--- config.mk ---
export PLATFORM = sky130hd
export DESIGN_NAME = fdsr_regs
export DESIGN_NICKNAME = d
export VERILOG_FILES = /design/src/verilog/fdsr_pkg.sv /design/src/verilog/fdsr_regs.sv
export SDC_FILE = /design/constraint.sdc
export NUM_CORES = 1
export LEC_CHECK = 0
export ABC_AREA = 1
export CAP_MARGIN = 20
export CORE_ASPECT_RATIO = 0.5
export CORE_MARGIN = 8
export CORE_UTILIZATION = 40
export CTS_CLUSTER_DIAMETER = 100
export DETAILED_ROUTE_END_ITERATION = 7
export DONT_BUFFER_PORTS = 1
export MAX_ROUTING_LAYER = met4
export SETUP_SLACK_MARGIN = 0.02
export SLEW_MARGIN = 40
export SYNTH_ARGS = -nofsm -noshare
export SYNTH_HDL_FRONTEND = slang
export SYNTH_SLANG_ARGS = --single-unit
--- constraint.sdc ---
create_clock -name core_clk -period 3.4 [get_ports core_clk]
set_input_delay 0.17 -clock core_clk [delete_from_list [all_inputs] [get_ports core_clk]]
set_output_delay 0.17 -clock core_clk [all_outputs]
set_load 0.01 [all_outputs]
--- src/verilog/fdsr_pkg.sv ---
package fdsr_pkg;
	// Register port geometry
	localparam int          ADDR_W        = 4;
	localparam int          DATA_W        = 8;
	localparam int          KEY_BYTES     = 8;
	// Register offsets
	localparam logic [3:0]  OFF_DIVIDER   = 4'h0;
	localparam logic [3:0]  OFF_OPTIONS   = 4'h1;
	localparam logic [3:0]  OFF_CONFIG    = 4'h2;
	localparam logic [3:0]  OFF_KEY_BASE  = 4'h8;
	// Divider field layout
	localparam int          DIV_LOADED_BIT = 7;
	localparam int          DIV_PRE8_BIT   = 6;
	localparam int          DIV_FIELD_W    = 6;
	// Options field layout
	localparam int          OPT_BACKDOOR_KEY_ENABLE_BIT  = 7;
	localparam int          OPT_NORED_BIT  = 6;
	localparam logic [7:0]  OPT_IMPL_MASK  = 8'hC3;
	localparam logic [1:0]  SEC_UNSECURED  = 2'h2;
	// Config field layout
	localparam int          CFG_RW_LSB     = 5;
	localparam int          CFG_KEY_WRITE_ACCESS_BIT = 5;
	// Prescaler
	localparam logic [2:0]  PRE_LAST       = 3'h7;
	// Timing pulse limits and core clock
	localparam int          CORE_PERIOD_NS = 5;
	localparam int          PULSE_MIN_NS   = 5000;
	localparam int          PULSE_MAX_NS   = 6700;
	localparam int          PULSE_MIN_CYC  = (PULSE_MIN_NS + CORE_PERIOD_NS - 1) / CORE_PERIOD_NS;
	localparam int          PULSE_MAX_CYC  = PULSE_MAX_NS / CORE_PERIOD_NS;

	typedef struct packed {
		logic       divLoaded;
		logic       prescale8;
		logic [5:0] divisor;
		logic [7:0] options;
		logic       optLoaded;
		logic       secure;
		logic [2:0] cfgBits;
		logic [3:0] keyCount;
		logic       keyBad;
		logic [2:0] preCnt;
		logic [5:0] divCnt;
		logic       timingTick;
		logic       cmdStart;
		logic [2:0] cmdIndex;
		logic [7:0] cmdData;
		logic       accErr;
		logic [7:0] rdData;
	} fdsr_state_s;

	typedef struct packed {
		logic [3:0] addr;
		logic [7:0] wrData;
		logic       write;
		logic       read;
		logic       secureSrc;
	} fdsr_req_s;

	// Secure until the options byte says otherwise
	localparam fdsr_state_s STATE_RST = '{secure: 1'b1, default: '0};
endpackage

--- src/verilog/fdsr_regs.sv ---
// The register addresses and the address-and-strobe port were chosen for this implementation.
`timescale 1ns/1ps
module fdsr_regs
(
	// Clock and reset
	input  wire logic                   core_clk,
	input  wire logic                   arst_n,
	// Register port
	input  wire fdsr_pkg::fdsr_req_s    regReq,
	output logic [fdsr_pkg::DATA_W-1:0] regRdData,
	// Nonvolatile array side
	input  wire logic [7:0]             nonvolatileOptionsByte,
	input  wire logic [63:0]            storedBackdoorKey,
	input  wire logic                   blankCheckPass,
	// Sequencer side
	output logic                        progEraseEnable,
	output logic                        timingTick,
	output logic                        cmdStart,
	output logic [2:0]                  cmdIndex,
	output logic [7:0]                  cmdData,
	output logic                        accessErrorFlag,
	// Security and vectors
	output logic                        secureActive,
	output logic                        vectorRedirectDisable
);
	import fdsr_pkg::*;

	logic [1:0]  rstSync;
	logic        rstN;
	fdsr_state_s st;
	fdsr_state_s next_st;
	logic [7:0]  keyBuf [KEY_BYTES];
	logic [7:0]  next_keyBuf [KEY_BYTES];
	logic        keyStore;
	logic        keyMatch;
	logic        inKeyWin;
	logic [2:0]  winIdx;
	logic        preWrap;

	function automatic logic hit(input logic [3:0] a, input logic [3:0] off);
		return a == off;
	endfunction

	// Core cycles per flash clock period; 512 at most, so ten bits suffice
	function automatic logic [9:0] tickPeriod(input logic pre8, input logic [5:0] div);
		logic [9:0] base;
		base = {4'h0, div} + 10'h001;
		return pre8 ? {base[6:0], 3'h0} : base;
	endfunction

	// Release of reset through two flops
	always_ff @(posedge core_clk or negedge arst_n) begin
		if (!arst_n) begin
			rstSync <= 2'h0;
		end else begin
			rstSync <= {rstSync[0], 1'b1};
		end
	end
	assign rstN = rstSync[1];

	assign inKeyWin = regReq.addr[3] == OFF_KEY_BASE[3];
	assign winIdx   = regReq.addr[2:0];

	always_comb begin
		keyMatch = 1'b1;
		for (int i = 0; i < KEY_BYTES; i++) begin
			if (keyBuf[i] != storedBackdoorKey[8*i +: 8]) begin
				keyMatch = 1'b0;
			end
		end
	end

	always_comb begin
		next_st            = st;
		next_st.timingTick = 1'b0;
		next_st.cmdStart   = 1'b0;
		next_st.accErr     = 1'b0;
		next_st.rdData     = 8'h00;
		keyStore           = 1'b0;
		preWrap            = 1'b0;

		// Options byte caught once after reset release
		if (!st.optLoaded) begin
			next_st.options   = nonvolatileOptionsByte & OPT_IMPL_MASK;
			next_st.optLoaded = 1'b1;
		end

		// Divider takes only its first write
		if (regReq.write && hit(regReq.addr, OFF_DIVIDER) && !st.divLoaded) begin
			next_st.divLoaded = 1'b1;
			next_st.prescale8 = regReq.wrData[DIV_PRE8_BIT];
			next_st.divisor   = regReq.wrData[DIV_FIELD_W-1:0];
		end

		// Config write; leaving key mode triggers the compare
		if (regReq.write && hit(regReq.addr, OFF_CONFIG)) begin
			next_st.cfgBits = regReq.wrData[7:CFG_RW_LSB];
			if (st.cfgBits[CFG_KEY_WRITE_ACCESS_BIT-CFG_RW_LSB] && !regReq.wrData[CFG_KEY_WRITE_ACCESS_BIT]) begin
				if (st.options[OPT_BACKDOOR_KEY_ENABLE_BIT] && st.keyCount == 4'(KEY_BYTES) && !st.keyBad
						&& keyMatch) begin
					next_st.options[1:0] = SEC_UNSECURED;
				end
			end
			next_st.keyCount = 4'h0;
			next_st.keyBad   = 1'b0;
		end

		// Key window: key bytes or command launch
		if (regReq.write && inKeyWin) begin
			if (st.cfgBits[CFG_KEY_WRITE_ACCESS_BIT-CFG_RW_LSB]) begin
				if (regReq.secureSrc) begin
					// Bytes must arrive strictly in order
					if (st.keyCount == 4'(KEY_BYTES) || winIdx != st.keyCount[2:0]) begin
						next_st.keyBad = 1'b1;
					end else begin
						keyStore         = 1'b1;
						next_st.keyCount = st.keyCount + 4'h1;
					end
				end
			end else if (st.secure && !regReq.secureSrc) begin
				next_st.cmdStart = 1'b0;
			end else if (!st.divLoaded) begin
				next_st.accErr = 1'b1;
			end else begin
				next_st.cmdStart = 1'b1;
				next_st.cmdIndex = winIdx;
				next_st.cmdData  = regReq.wrData;
			end
		end

		if (blankCheckPass) begin
			next_st.options[1:0] = SEC_UNSECURED;
		end
		next_st.secure = next_st.options[1:0] != SEC_UNSECURED;

		// Flash clock: prescale then divisor plus one
		if (st.divLoaded) begin
			preWrap        = !st.prescale8 || st.preCnt == PRE_LAST;
			next_st.preCnt = preWrap ? 3'h0 : st.preCnt + 3'h1;
			if (preWrap) begin
				if (st.divCnt == st.divisor) begin
					next_st.divCnt     = 6'h00;
					next_st.timingTick = 1'b1;
				end else begin
					next_st.divCnt = st.divCnt + 6'h01;
				end
			end
		end

		// Reads answer one cycle later; unmapped and key window read zero
		if (regReq.read) begin
			unique case (regReq.addr)
				OFF_DIVIDER: next_st.rdData = {st.divLoaded, st.prescale8, st.divisor};
				OFF_OPTIONS: next_st.rdData = st.options & OPT_IMPL_MASK;
				OFF_CONFIG:  next_st.rdData = {st.cfgBits, 5'h00};
				default:     next_st.rdData = 8'h00;
			endcase
		end
	end

	always_ff @(posedge core_clk or negedge rstN) begin
		if (!rstN) begin
			st <= STATE_RST;
		end else begin
			st <= next_st;
		end
	end

	always_comb begin
		for (int i = 0; i < KEY_BYTES; i++) begin
			next_keyBuf[i] = keyBuf[i];
		end
		if (keyStore) begin
			next_keyBuf[winIdx] = regReq.wrData;
		end
	end

	always_ff @(posedge core_clk or negedge rstN) begin
		if (!rstN) begin
			for (int i = 0; i < KEY_BYTES; i++) begin
				keyBuf[i] <= 8'h00;
			end
		end else begin
			for (int i = 0; i < KEY_BYTES; i++) begin
				keyBuf[i] <= next_keyBuf[i];
			end
		end
	end

	assign regRdData             = st.rdData;
	assign progEraseEnable       = st.divLoaded;
	assign timingTick            = st.timingTick;
	assign cmdStart              = st.cmdStart;
	assign cmdIndex              = st.cmdIndex;
	assign cmdData               = st.cmdData;
	assign accessErrorFlag       = st.accErr;
	assign secureActive          = st.secure;
	assign vectorRedirectDisable = st.options[OPT_NORED_BIT];

	// Checking helpers: cycles between timing pulses
	logic [9:0] gapCnt;
	logic [9:0] next_gapCnt;
	logic       seenTick;
	logic       next_seenTick;

	always_comb begin
		next_gapCnt   = st.timingTick ? 10'h001 : gapCnt + 10'h001;
		next_seenTick = seenTick | st.timingTick;
	end

	always_ff @(posedge core_clk or negedge rstN) begin
		if (!rstN) begin
			gapCnt   <= 10'h000;
			seenTick <= 1'b0;
		end else begin
			gapCnt   <= next_gapCnt;
			seenTick <= next_seenTick;
		end
	end
endmodule

==> results of run 1 <==
[state kept, by name, summed over array words and instances (netlist names)]
name	cells
st	28
cmdData	8
accessErrorFlag	1
regRdData	8
keyBuf	64
progEraseEnable	1
vectorRedirectDisable	1
cmdIndex	3
timingTick	1
secureActive	1
rstSync	2
cmdStart	1
[report_power, final]
group	internal [W]	switching, W
clock	0.00103	0.000682
sequential	0.00149	0.0000739
combinational	0.0000976	0.000143
total	0.00261	0.000899
[path summary, 6_finish.rpt]
path / startpoint / end / slack (ns) / cells after the start
worst min-delay path: regReq[11] / cmdIndex[0]$_DFFE_PN0P_ / 0.02 / 2
worst min register to register: rstSync[1]$_DFF_PN0_ / keyBuf[59]$_DFFE_PN0P_ / 0.26 / 0
min in group asynchronous: rstSync[1]$_DFF_PN0_ / keyBuf[59]$_DFFE_PN0P_ / 0.26 / 0
worst max-delay path: st[32]$_DFF_PN0_ / keyBuf[21]$_DFFE_PN0P_ / 1.08 / 10
worst max register to register: st[32]$_DFF_PN0_ / keyBuf[21]$_DFFE_PN0P_ / 1.08 / 10
max in group asynchronous: rstSync[1]$_DFF_PN0_ / keyBuf[20]$_DFFE_PN0P_ / 2.46 / 1
[layer usage]
metal / up-vias / track usage / wire length [um]
met2: 92 / 0.2679 / 7041
met1: 2111 / 0.2069 / 7093
met5: - / - / 0
met3: 17 / 0.03849 / 636
li1: 2364 / - / -
met4: 0 / 0.05373 / 210
[stage by stage]
step                  util  worst slack (ns)  instance area (um2)
global route        0.4669            0.9000                 6792
global placement    0.4164             1.200                 6057
detailed placement  0.4164             1.122                 6057
finish              0.4669             1.079                 6792
CTS                 0.4655             1.117                 6771
floorplan                -             1.415                 5981
[cells by family after synthesis]
logic type / after synthesis / share of synthesized area
AND/OR/NAND/NOR: 383 / 0.2534
buffers and inverters: 134 / 0.09925
flip-flops: 119 / 0.4985
AO/OA/AOI/OAI: 96 / 0.08543
XOR/XNOR: 32 / 0.04690
adder cells (fa/ha/maj): 5 / 0.01047
multiplexers: 3 / 0.005444
other: 1 / 0.0006275
[cell usage in the layout, fill, tap and decap left out, drive strengths merged]
cell | netlist | final
xor2 | 6 | 6
dfrtp | 118 | 118
dfstp | 1 | 1
or2 | 2 | 2
a211oi | 1 | 1
nor2 | 98 | 98
nand2 | 252 | 252
nand3 | 18 | 18
ha | 5 | 5
buf | 28 | 3
clkbuf | 3 | 18
conb | 1 | 2
nor3 | 8 | 8
bufinv | 0 | 1
o211ai | 2 | 2
mux2 | 2 | 2
inv | 103 | 106
o21ai | 64 | 64
a21oi | 20 | 20
o21a | 9 | 9
nand4 | 3 | 3
and3 | 1 | 1
mux2i | 1 | 1
clkinvlp | 0 | 6
xnor2 | 26 | 26
clkinv | 0 | 4
dlygate4sd3 | 0 | 15
and2 | 1 | 1
[worst register-to-register path: cells and delay by family, from the launching register on]
kind / cells / cell delay, ns
flip-flops: 1 / 0.41
AND/OR/NAND/NOR: 7 / 1.50
buffers and inverters: 1 / 0.08
adder cells (fa/ha/maj): 1 / 0.20
AO/OA/AOI/OAI: 1 / 0.07
[layout make-up]
type                       instances  area, um2
timing repair buffer              18      197.7
inverter                         103      386.6
multi-input combinational        521       2412
sequential                       119       2983
fill                            1466       7754
clock inverter                    14      125.1
clock buffer                      18      439.2
tap                              198      247.7
==> flow_metrics.py, run 1 <==
metrics = {
    "synthesis": {
        "synth.distinct_cells": 30,
        "async_reset_ff_frac": 1.000,
        "ys_seq_area_frac": 0.4985,
        "ys_seq_elements": 119,
        "synth_top_cell_by_area": "dfrtp_1",
        "avgSynthCellArea_um2": 7.731,
        "netlist_area_um2": 5976,
        "ys_top_cells_by_count": "nand2_1 (251), dfrtp_1 (118), inv_1 (102)",
        "yosys_warnings": 0,
        "synth_most_common_cell": "nand2_1",
        "synthFlopType": "dfrtp_1",
        "netlist_instances": 773,
        "synth_top_area_frac": 0.4941,
        "synth_edf_count": 0,
        "synth_area_leaders": "dfrtp_1 (49%), nand2_1 (16%), inv_1 (6.4%)",
    },
    "floorplan": {
        "initial_core_util": 0.4108,
        "die-height_um": 102.4,
        "die-area_um2": 19340,
        "num_rows": 31,
        "die_w_um": 188.9,
        "io_pins": 115,
        "core_um2": 14550,
    },
    "critical_path": {
        "end_kind": "flip-flop",
        "crit_chain": "inv_1 > ha_1 > nand2_1 > nand3_1 > o21ai_0 > and2_1 > nand2_2 > nor2_1 > nand2_1 > nand2_1",
        "cpLargestDelayFamily": "simple AND/OR/NAND/NOR gates",
        "crit_type": "flip-flop to flip-flop",
        "required_ns": 3.74,
        "path_max_fanout": 9,
        "path_buf_inv": 1,
        "crit_path_start_kind": "flip-flop",
        "path_common_cell": "nand2_1",
        "worstPathArrival_ns": 2.66,
        "critical-path-max-stage-delay_ns": 0.61,
        "slowest_stage": "nor2_1",
    },
    "clock_network": {
        "numCtsBuffers": 17,
        "cts_resized": 0,
        "clockBufferDepth": 2,
        "postCtsSetupBuffers": 0,
        "clock_latency_ns": 0.41,
        "cts_root_buf": "clkbuf_16",
        "clkSinkCount": 119,
        "postCtsHoldBufs": 15,
        "cts_tree": "built",
        "clk_pin_slew_ns": 0.06,
        "cts_max_level": 4,
    },
    "sta": {
        "tightest_slew_ns": 0.7497,
        "finalCriticalPeriod_ns": 2.321,
        "finClkSkew_ns": 0.01190,
        "holdWs_ns": 0.02068,
        "final-setup-viol-count": 0,
        "maxSlewViolCount": 0,
        "hold_viol_final": 0,
        "tns_ns": 0,
        "period_share": 0.6826,
        "slew_headroom": 0.4983,
        "rsz0062_at_grt": "false",
        "fmax_mhz": 430.9,
    },
    "place": {
        "dp.cells": 943,
        "portBuffers": 0,
        "dpl.hpwl_mm": 10.76,
        "gp_congestion": 0.8203,
    },
    "global_route": {
        "antenna_found_initial": 0,
        "grt.overflow.total": 0,
        "grt_usage": 0.1663,
        "grt_pass1_vias": 4546,
        "grt_max_degree": 60,
        "grt_pass1_wl_mm": 24.11,
    },
    "pwr": {
        "finalPower_w": 0.003509,
        "p_leak_nw": 3.361,
        "peakVddDrop_mv": 0.3051,
        "p_per_area_nw_per_um2": 516.7,
    },
    "routing": {
        "routed-via-count": 4584,
        "drt-total-wl_mm": 14.98,
        "drcViolationCount": 0,
        "drt-pass1-iter-count": 4,
        "post_drt_wl_per_cell_um": 15.12,
        "via_per_inst": 4.626,
        "ant_nets": 0,
        "drt_iter0_drc": 387,
    },
    "status": {
        "status": "finished clean",
    },
    "finish": {
        "nets": 875,
        "area_growth_pct": 13.65,
        "diodes": 0,
        "final_layout_size_suffix_gt1_frac": 0.06179,
        "final_cells": 991,
    },
    "flow_run": {
        "max_cap_violations": 0,
    },
    "min_path": {
        "hold_path_class": "primary input to flip-flop",
    },
}
No activity file was read; power rests on OpenSTA's default activity.
==> run 2, diff against run 1 <==
==> constraint.sdc (replaced) <==
create_clock -name core_clk -period 2.05 [get_ports core_clk]
set_input_delay 0.1025 -clock core_clk [delete_from_list [all_inputs] [get_ports core_clk]]
set_output_delay 0.1025 -clock core_clk [all_outputs]
set_load 0.01 [all_outputs]
==> flow_metrics.py, run 2 (synthesis gave the netlist of run 1 again) <==
metrics = {
    "routing": {
        "post_drt_wl_per_cell_um": 15.06,
        "drcViolationCount": 0,
        "via_per_inst": 4.639,
        "ant_nets": 0,
        "drt-total-wl_mm": 15.15,
        "drt_iter0_drc": 304,
        "routed-via-count": 4667,
        "drt-pass1-iter-count": 5,
    },
    "finish": {
        "nets": 891,
        "final_cell_mix": "nand2_1 (250), dfrtp_1 (117), inv_1 (102)",
        "final_layout_size_suffix_gt1_frac": 0.07673,
        "diodes": 0,
        "multi_input_area_um2": 2424,
        "area_growth_pct": 18.20,
        "fillers": 1418,
        "final_core_util": 0.4856,
        "regMostFlops": "keyBuf",
        "largest_reg_flops": 64,
        "seq_area_um2": 2983,
        "largestRegisters": "keyBuf (64), st (28)",
        "final_common_cell": "nand2_1",
    },
    "sta": {
        "tns_ns": 0,
        "hold_viol_final": 0,
        "maxSlewViolCount": 0,
        "final-setup-viol-count": 0,
        "tightest_slew_ns": 0.5443,
        "period_share": 0.9183,
        "finalCriticalPeriod_ns": 1.882,
        "fmax_mhz": 531.2,
        "finClkSkew_ns": 0.009882,
        "layout_setup_ws_ns": 0.1675,
        "rsz0062_at_grt": "false",
        "slew_headroom": 0.6368,
    },
    "floorplan": {
        "num_rows": 31,
        "initial_core_util": 0.4108,
        "core_um2": 14550,
        "io_pins": 115,
        "die_w_um": 188.9,
        "die-height_um": 102.4,
        "die-area_um2": 19340,
    },
    "critical_path": {
        "end_kind": "flip-flop",
        "path_max_fanout": 16,
        "worstPathArrival_ns": 2.17,
        "crit_path_start_kind": "flip-flop",
        "required_ns": 2.34,
        "crit_type": "flip-flop to flip-flop",
    },
    "clock_network": {
        "clockBufferDepth": 2,
        "clock_latency_ns": 0.40,
        "numCtsBuffers": 17,
        "postCtsSetupBuffers": 0,
        "clkSinkCount": 119,
        "cts_root_buf": "clkbuf_16",
        "cts_max_level": 4,
        "cts_tree": "built",
        "clk_pin_slew_ns": 0.06,
    },
    "pwr": {
        "finalPower_w": 0.006362,
        "p_leak_nw": 3.503,
        "p_per_area_nw_per_um2": 900.8,
        "peakVddDrop_mv": 0.6260,
    },
    "global_route": {
        "grt_pass1_wl_mm": 24.16,
        "antenna_found_initial": 0,
        "grt.overflow.total": 0,
        "grt_pass1_vias": 4588,
        "grt_max_degree": 32,
        "grt_usage": 0.1660,
    },
    "flow_run": {
        "max_cap_violations": 0,
    },
    "place": {
        "dp_slack_ns": 0.09943,
        "gp_congestion": 0.8223,
        "dpl.hpwl_mm": 11.01,
        "portBuffers": 0,
    },
    "status": {
        "status": "finished clean",
    },
    "min_path": {
        "hold_path_class": "primary input to flip-flop",
    },
}
## run 2: cell count changes in the layout (fill, tap and decap cells not counted), moves of 2 or more
cell,previous run,this run
clkinvlp_4,6,2
buf_4,1,10
buf_12,2,4
inv_6,3,0
bufinv_16,1,6
dlygate4sd3_1,15,20
## run 2: final timing paths
path | slack (ns) | end | from | cells past startpoint
worst min-delay path | 0.02 | regRdData[2]$_DFF_PN0_ | regReq[11] | 3
worst min register to register | 0.27 | keyBuf[58]$_DFFE_PN0P_ | rstSync[1]$_DFF_PN0_ | 0
worst max register to register | 0.17 | keyBuf[62]$_DFFE_PN0P_ | st[32]$_DFF_PN0_ | 11
max in group asynchronous | 1.17 | secureActive$_DFF_PN1_ | rstSync[1]$_DFF_PN0_ | 1
worst max-delay path | 0.17 | keyBuf[62]$_DFFE_PN0P_ | st[32]$_DFF_PN0_ | 11
min in group asynchronous | 0.27 | keyBuf[58]$_DFFE_PN0P_ | rstSync[1]$_DFF_PN0_ | 0
## run 2: per-stage QoR
step | hold slack (ns) | cell area, um2 | std cells
3_5_place_dp | -0.1930 | 6185 | 955
6_report | 0.02074 | 7063 | 1006
2_1_floorplan | -0.1931 | 5981 | 774
5_1_grt | 0.03412 | 7063 | 1006
3_3_place_gp | -0.1930 | 6185 | 955
4_1_cts | 0.007629 | 7052 | 1006
## run 2: layer usage
| metal | GRT usage | vias up | share of wire |
|---|---|---|---|
| li1 | - | 2391 | - |
| met1 | 0.2033 | 2168 | 0.46 |
| met2 | 0.2684 | 100 | 0.48 |
| met3 | 0.04905 | 8 | 0.056 |
| met4 | 0.04179 | 0 | 0.0061 |
| met5 | - | - | 0 |
## run 2: final cells by class
class,instances,share of cell area
well taps,198,0.03508
clock inverters,13,0.03224
multi-input cells,521,0.3431
repair buffers,34,0.05031
inverters,103,0.05474
clock buffers,18,0.06218
flip-flops and latches,119,0.4223
## run 2: report_power, final
group / switching [W] / internal [W]
combinational: 0.000241 / 0.000175
clock: 0.00105 / 0.00230
sequential: 0.000124 / 0.00247
## run 2: worst max-delay path, cell delays in order (launching register included)
cell     delay, ns
dfrtp_1       0.40
inv_1         0.09
ha_1          0.22
nand2_1       0.09
nand3_1       0.06
o21ai_0       0.07
and2_2        0.21
nand2_2       0.13
nor2_2        0.18
buf_12        0.15
nand2_1       0.05
o21a_1        0.12
## run 2: what timing repair did
item	in CTS	in global routing
resized for setup	0	4
hold buffers	20	0
hold endpoints to repair	34	0
endpoints found under the setup margin	0	17
==> run 3, diff against run 2 <==
==> constraint.sdc (replaced) <==
create_clock -name core_clk -period 2.05 [get_ports core_clk]
set_input_delay 0.205 -clock core_clk [delete_from_list [all_inputs] [get_ports core_clk]]
set_output_delay 0.205 -clock core_clk [all_outputs]
set_load 0.01 [all_outputs]
==> flow_metrics.py, run 3 (synthesis gave the netlist of run 1 again) <==
metrics = {
    "routing": {
        "via_per_inst": 4.613,
        "ant_nets": 0,
        "drt-total-wl_mm": 15.13,
        "routed-via-count": 4618,
        "post_drt_wl_per_cell_um": 15.12,
        "drt_iter0_drc": 344,
        "drcViolationCount": 0,
        "drt-pass1-iter-count": 4,
    },
    "floorplan": {
        "io_pins": 115,
        "die-height_um": 102.4,
        "die_w_um": 188.9,
        "initial_core_util": 0.4108,
        "core_um2": 14550,
        "num_rows": 31,
        "die-area_um2": 19340,
    },
    "finish": {
        "area_growth_pct": 17.42,
        "final_layout_size_suffix_gt1_frac": 0.07721,
        "largest_reg_flops": 64,
        "regMostFlops": "keyBuf",
        "design_area_um2": 7017,
        "final_cell_mix": "nand2_1 (250), dfrtp_1 (117), inv_1 (102)",
        "final_common_cell": "nand2_1",
        "nets": 885,
        "largestRegisters": "keyBuf (64), st (28)",
        "diodes": 0,
    },
    "pwr": {
        "p_per_area_nw_per_um2": 913.2,
        "peakVddDrop_mv": 0.4389,
        "p_leak_nw": 3.489,
    },
    "place": {
        "portBuffers": 0,
        "dpl.hpwl_mm": 10.97,
        "place_area_um2": 6177,
        "gp_congestion": 0.8255,
    },
    "critical_path": {
        "required_ns": 2.34,
        "crit_path_start_kind": "flip-flop",
        "crit_type": "flip-flop to flip-flop",
        "path_max_fanout": 16,
        "critical-path-max-stage-delay_ns": 0.40,
        "worstPathArrival_ns": 2.11,
        "crit_chain": "inv_1 > ha_1 > nand2_1 > nand3_1 > o21ai_0 > and2_2 > nand2_2 > nor2_2 > buf_12 > nand2_1 > o21a_1",
        "path_common_cell": "nand2_1",
        "end_kind": "flip-flop",
        "slowest_stage": "dfrtp_1",
    },
    "global_route": {
        "grt_pass1_wl_mm": 24.53,
        "grt_pass1_vias": 4707,
        "antenna_found_initial": 0,
        "grt_usage": 0.1690,
        "grt_max_degree": 38,
        "grt.overflow.total": 0,
    },
    "sta": {
        "fmax_mhz": 549.8,
        "finalCriticalPeriod_ns": 1.819,
        "hold_viol_final": 0,
        "tightest_slew_ns": 0.5793,
        "maxSlewViolCount": 0,
        "tns_ns": 0,
        "slew_headroom": 0.6134,
        "holdWs_ns": 0.02669,
        "period_share": 0.8873,
        "rsz0062_at_grt": "false",
        "final-setup-viol-count": 0,
        "finClkSkew_ns": 0.01097,
    },
    "clock_network": {
        "cts_max_level": 4,
        "numCtsBuffers": 17,
        "cts_root_buf": "clkbuf_16",
        "clockBufferDepth": 2,
        "clkSinkCount": 119,
        "cts_tree": "built",
        "clk_pin_slew_ns": 0.06,
        "clock_latency_ns": 0.40,
    },
    "min_path": {
        "hold_path_class": "primary input to async pin",
    },
    "flow_run": {
        "max_cap_violations": 0,
    },
    "status": {
        "status": "finished clean",
    },
}
## run 3: cell count changes in the layout (fill, tap and decap cells not counted)
cell,before,now
dlygate4sd3_1,20,14
clkbuf_8,1,5
clkinv_2,3,1
bufinv_16,6,5
clkinvlp_4,2,1
inv_6,0,1
nor2_1,94,95
nor2_2,3,2
## run 3: where the power goes
part | switching [W] | internal [W] | total (W) | leakage, nW
sequential | 0.000118 | 0.00247 | 0.00258 | 1.54
combinational | 0.000240 | 0.000168 | 0.000409 | 1.61
clock | 0.00109 | 0.00233 | 0.00341 | 0.333
## run 3: metrics by stage
stage	util	worst slack, ns	power [W]	cells
2_1_floorplan	-	0.06460	0.002951	774
3_3_place_gp	0.4247	0.1634	0.003000	954
3_5_place_dp	0.4247	0.1170	0.003013	954
4_1_cts	0.4813	0.1191	0.006473	1000
5_1_grt	0.4824	0.02613	0.006672	1001
6_report	0.4824	0.2311	0.006408	1001
## run 3: path summary, 6_finish.rpt
path,to,start,slack [ns],cells after the start
setup / recovery,keyBuf[62]$_DFFE_PN0P_,st[32]$_DFF_PN0_,0.23,11
hold reg to reg,keyBuf[62]$_DFFE_PN0P_,rstSync[1]$_DFF_PN0_,0.23,0
setup reg to reg,keyBuf[62]$_DFFE_PN0P_,st[32]$_DFF_PN0_,0.23,11
min in group core_clk,regRdData[0]$_DFF_PN0_,regReq[1],0.04,2
max in group asynchronous,st[35]$_DFF_PN0_,rstSync[1]$_DFF_PN0_,1.14,1
hold / removal,rstSync[1]$_DFF_PN0_,arst_n,0.03,1
## run 3: what timing repair did
action,CTS,global route
setup buffers,0,1
gates resized for setup,0,3
endpoints found under the setup margin,0,42
hold buffers,14,0
hold endpoints to repair,25,0
## run 3: layout make-up
class	count	area (um2)
well taps	198	247.7
fillers	1417	7528
repair buffers	28	295.3
multi-input cells	521	2421
clock inverters	10	188.9
clock buffers	22	494.2
flip-flops and latches	119	2983
inverters	103	386.6
## run 3: metal layers
metal / vias to the layer above / track usage / part of all wire
li1: 2387 / - / -
met1: 2138 / 0.2111 / 0.47
met2: 77 / 0.2646 / 0.47
met3: 16 / 0.04087 / 0.045
met4: 0 / 0.06507 / 0.017
met5: - / - / 0
## run 3: critical path: cells and delay by family (launching register included)
kind / cells / cell delay, ns
adder cells (fa/ha/maj): 1 / 0.20
flip-flops: 1 / 0.40
AND/OR/NAND/NOR: 6 / 0.70
buffers and inverters: 2 / 0.23
AO/OA/AOI/OAI: 2 / 0.18
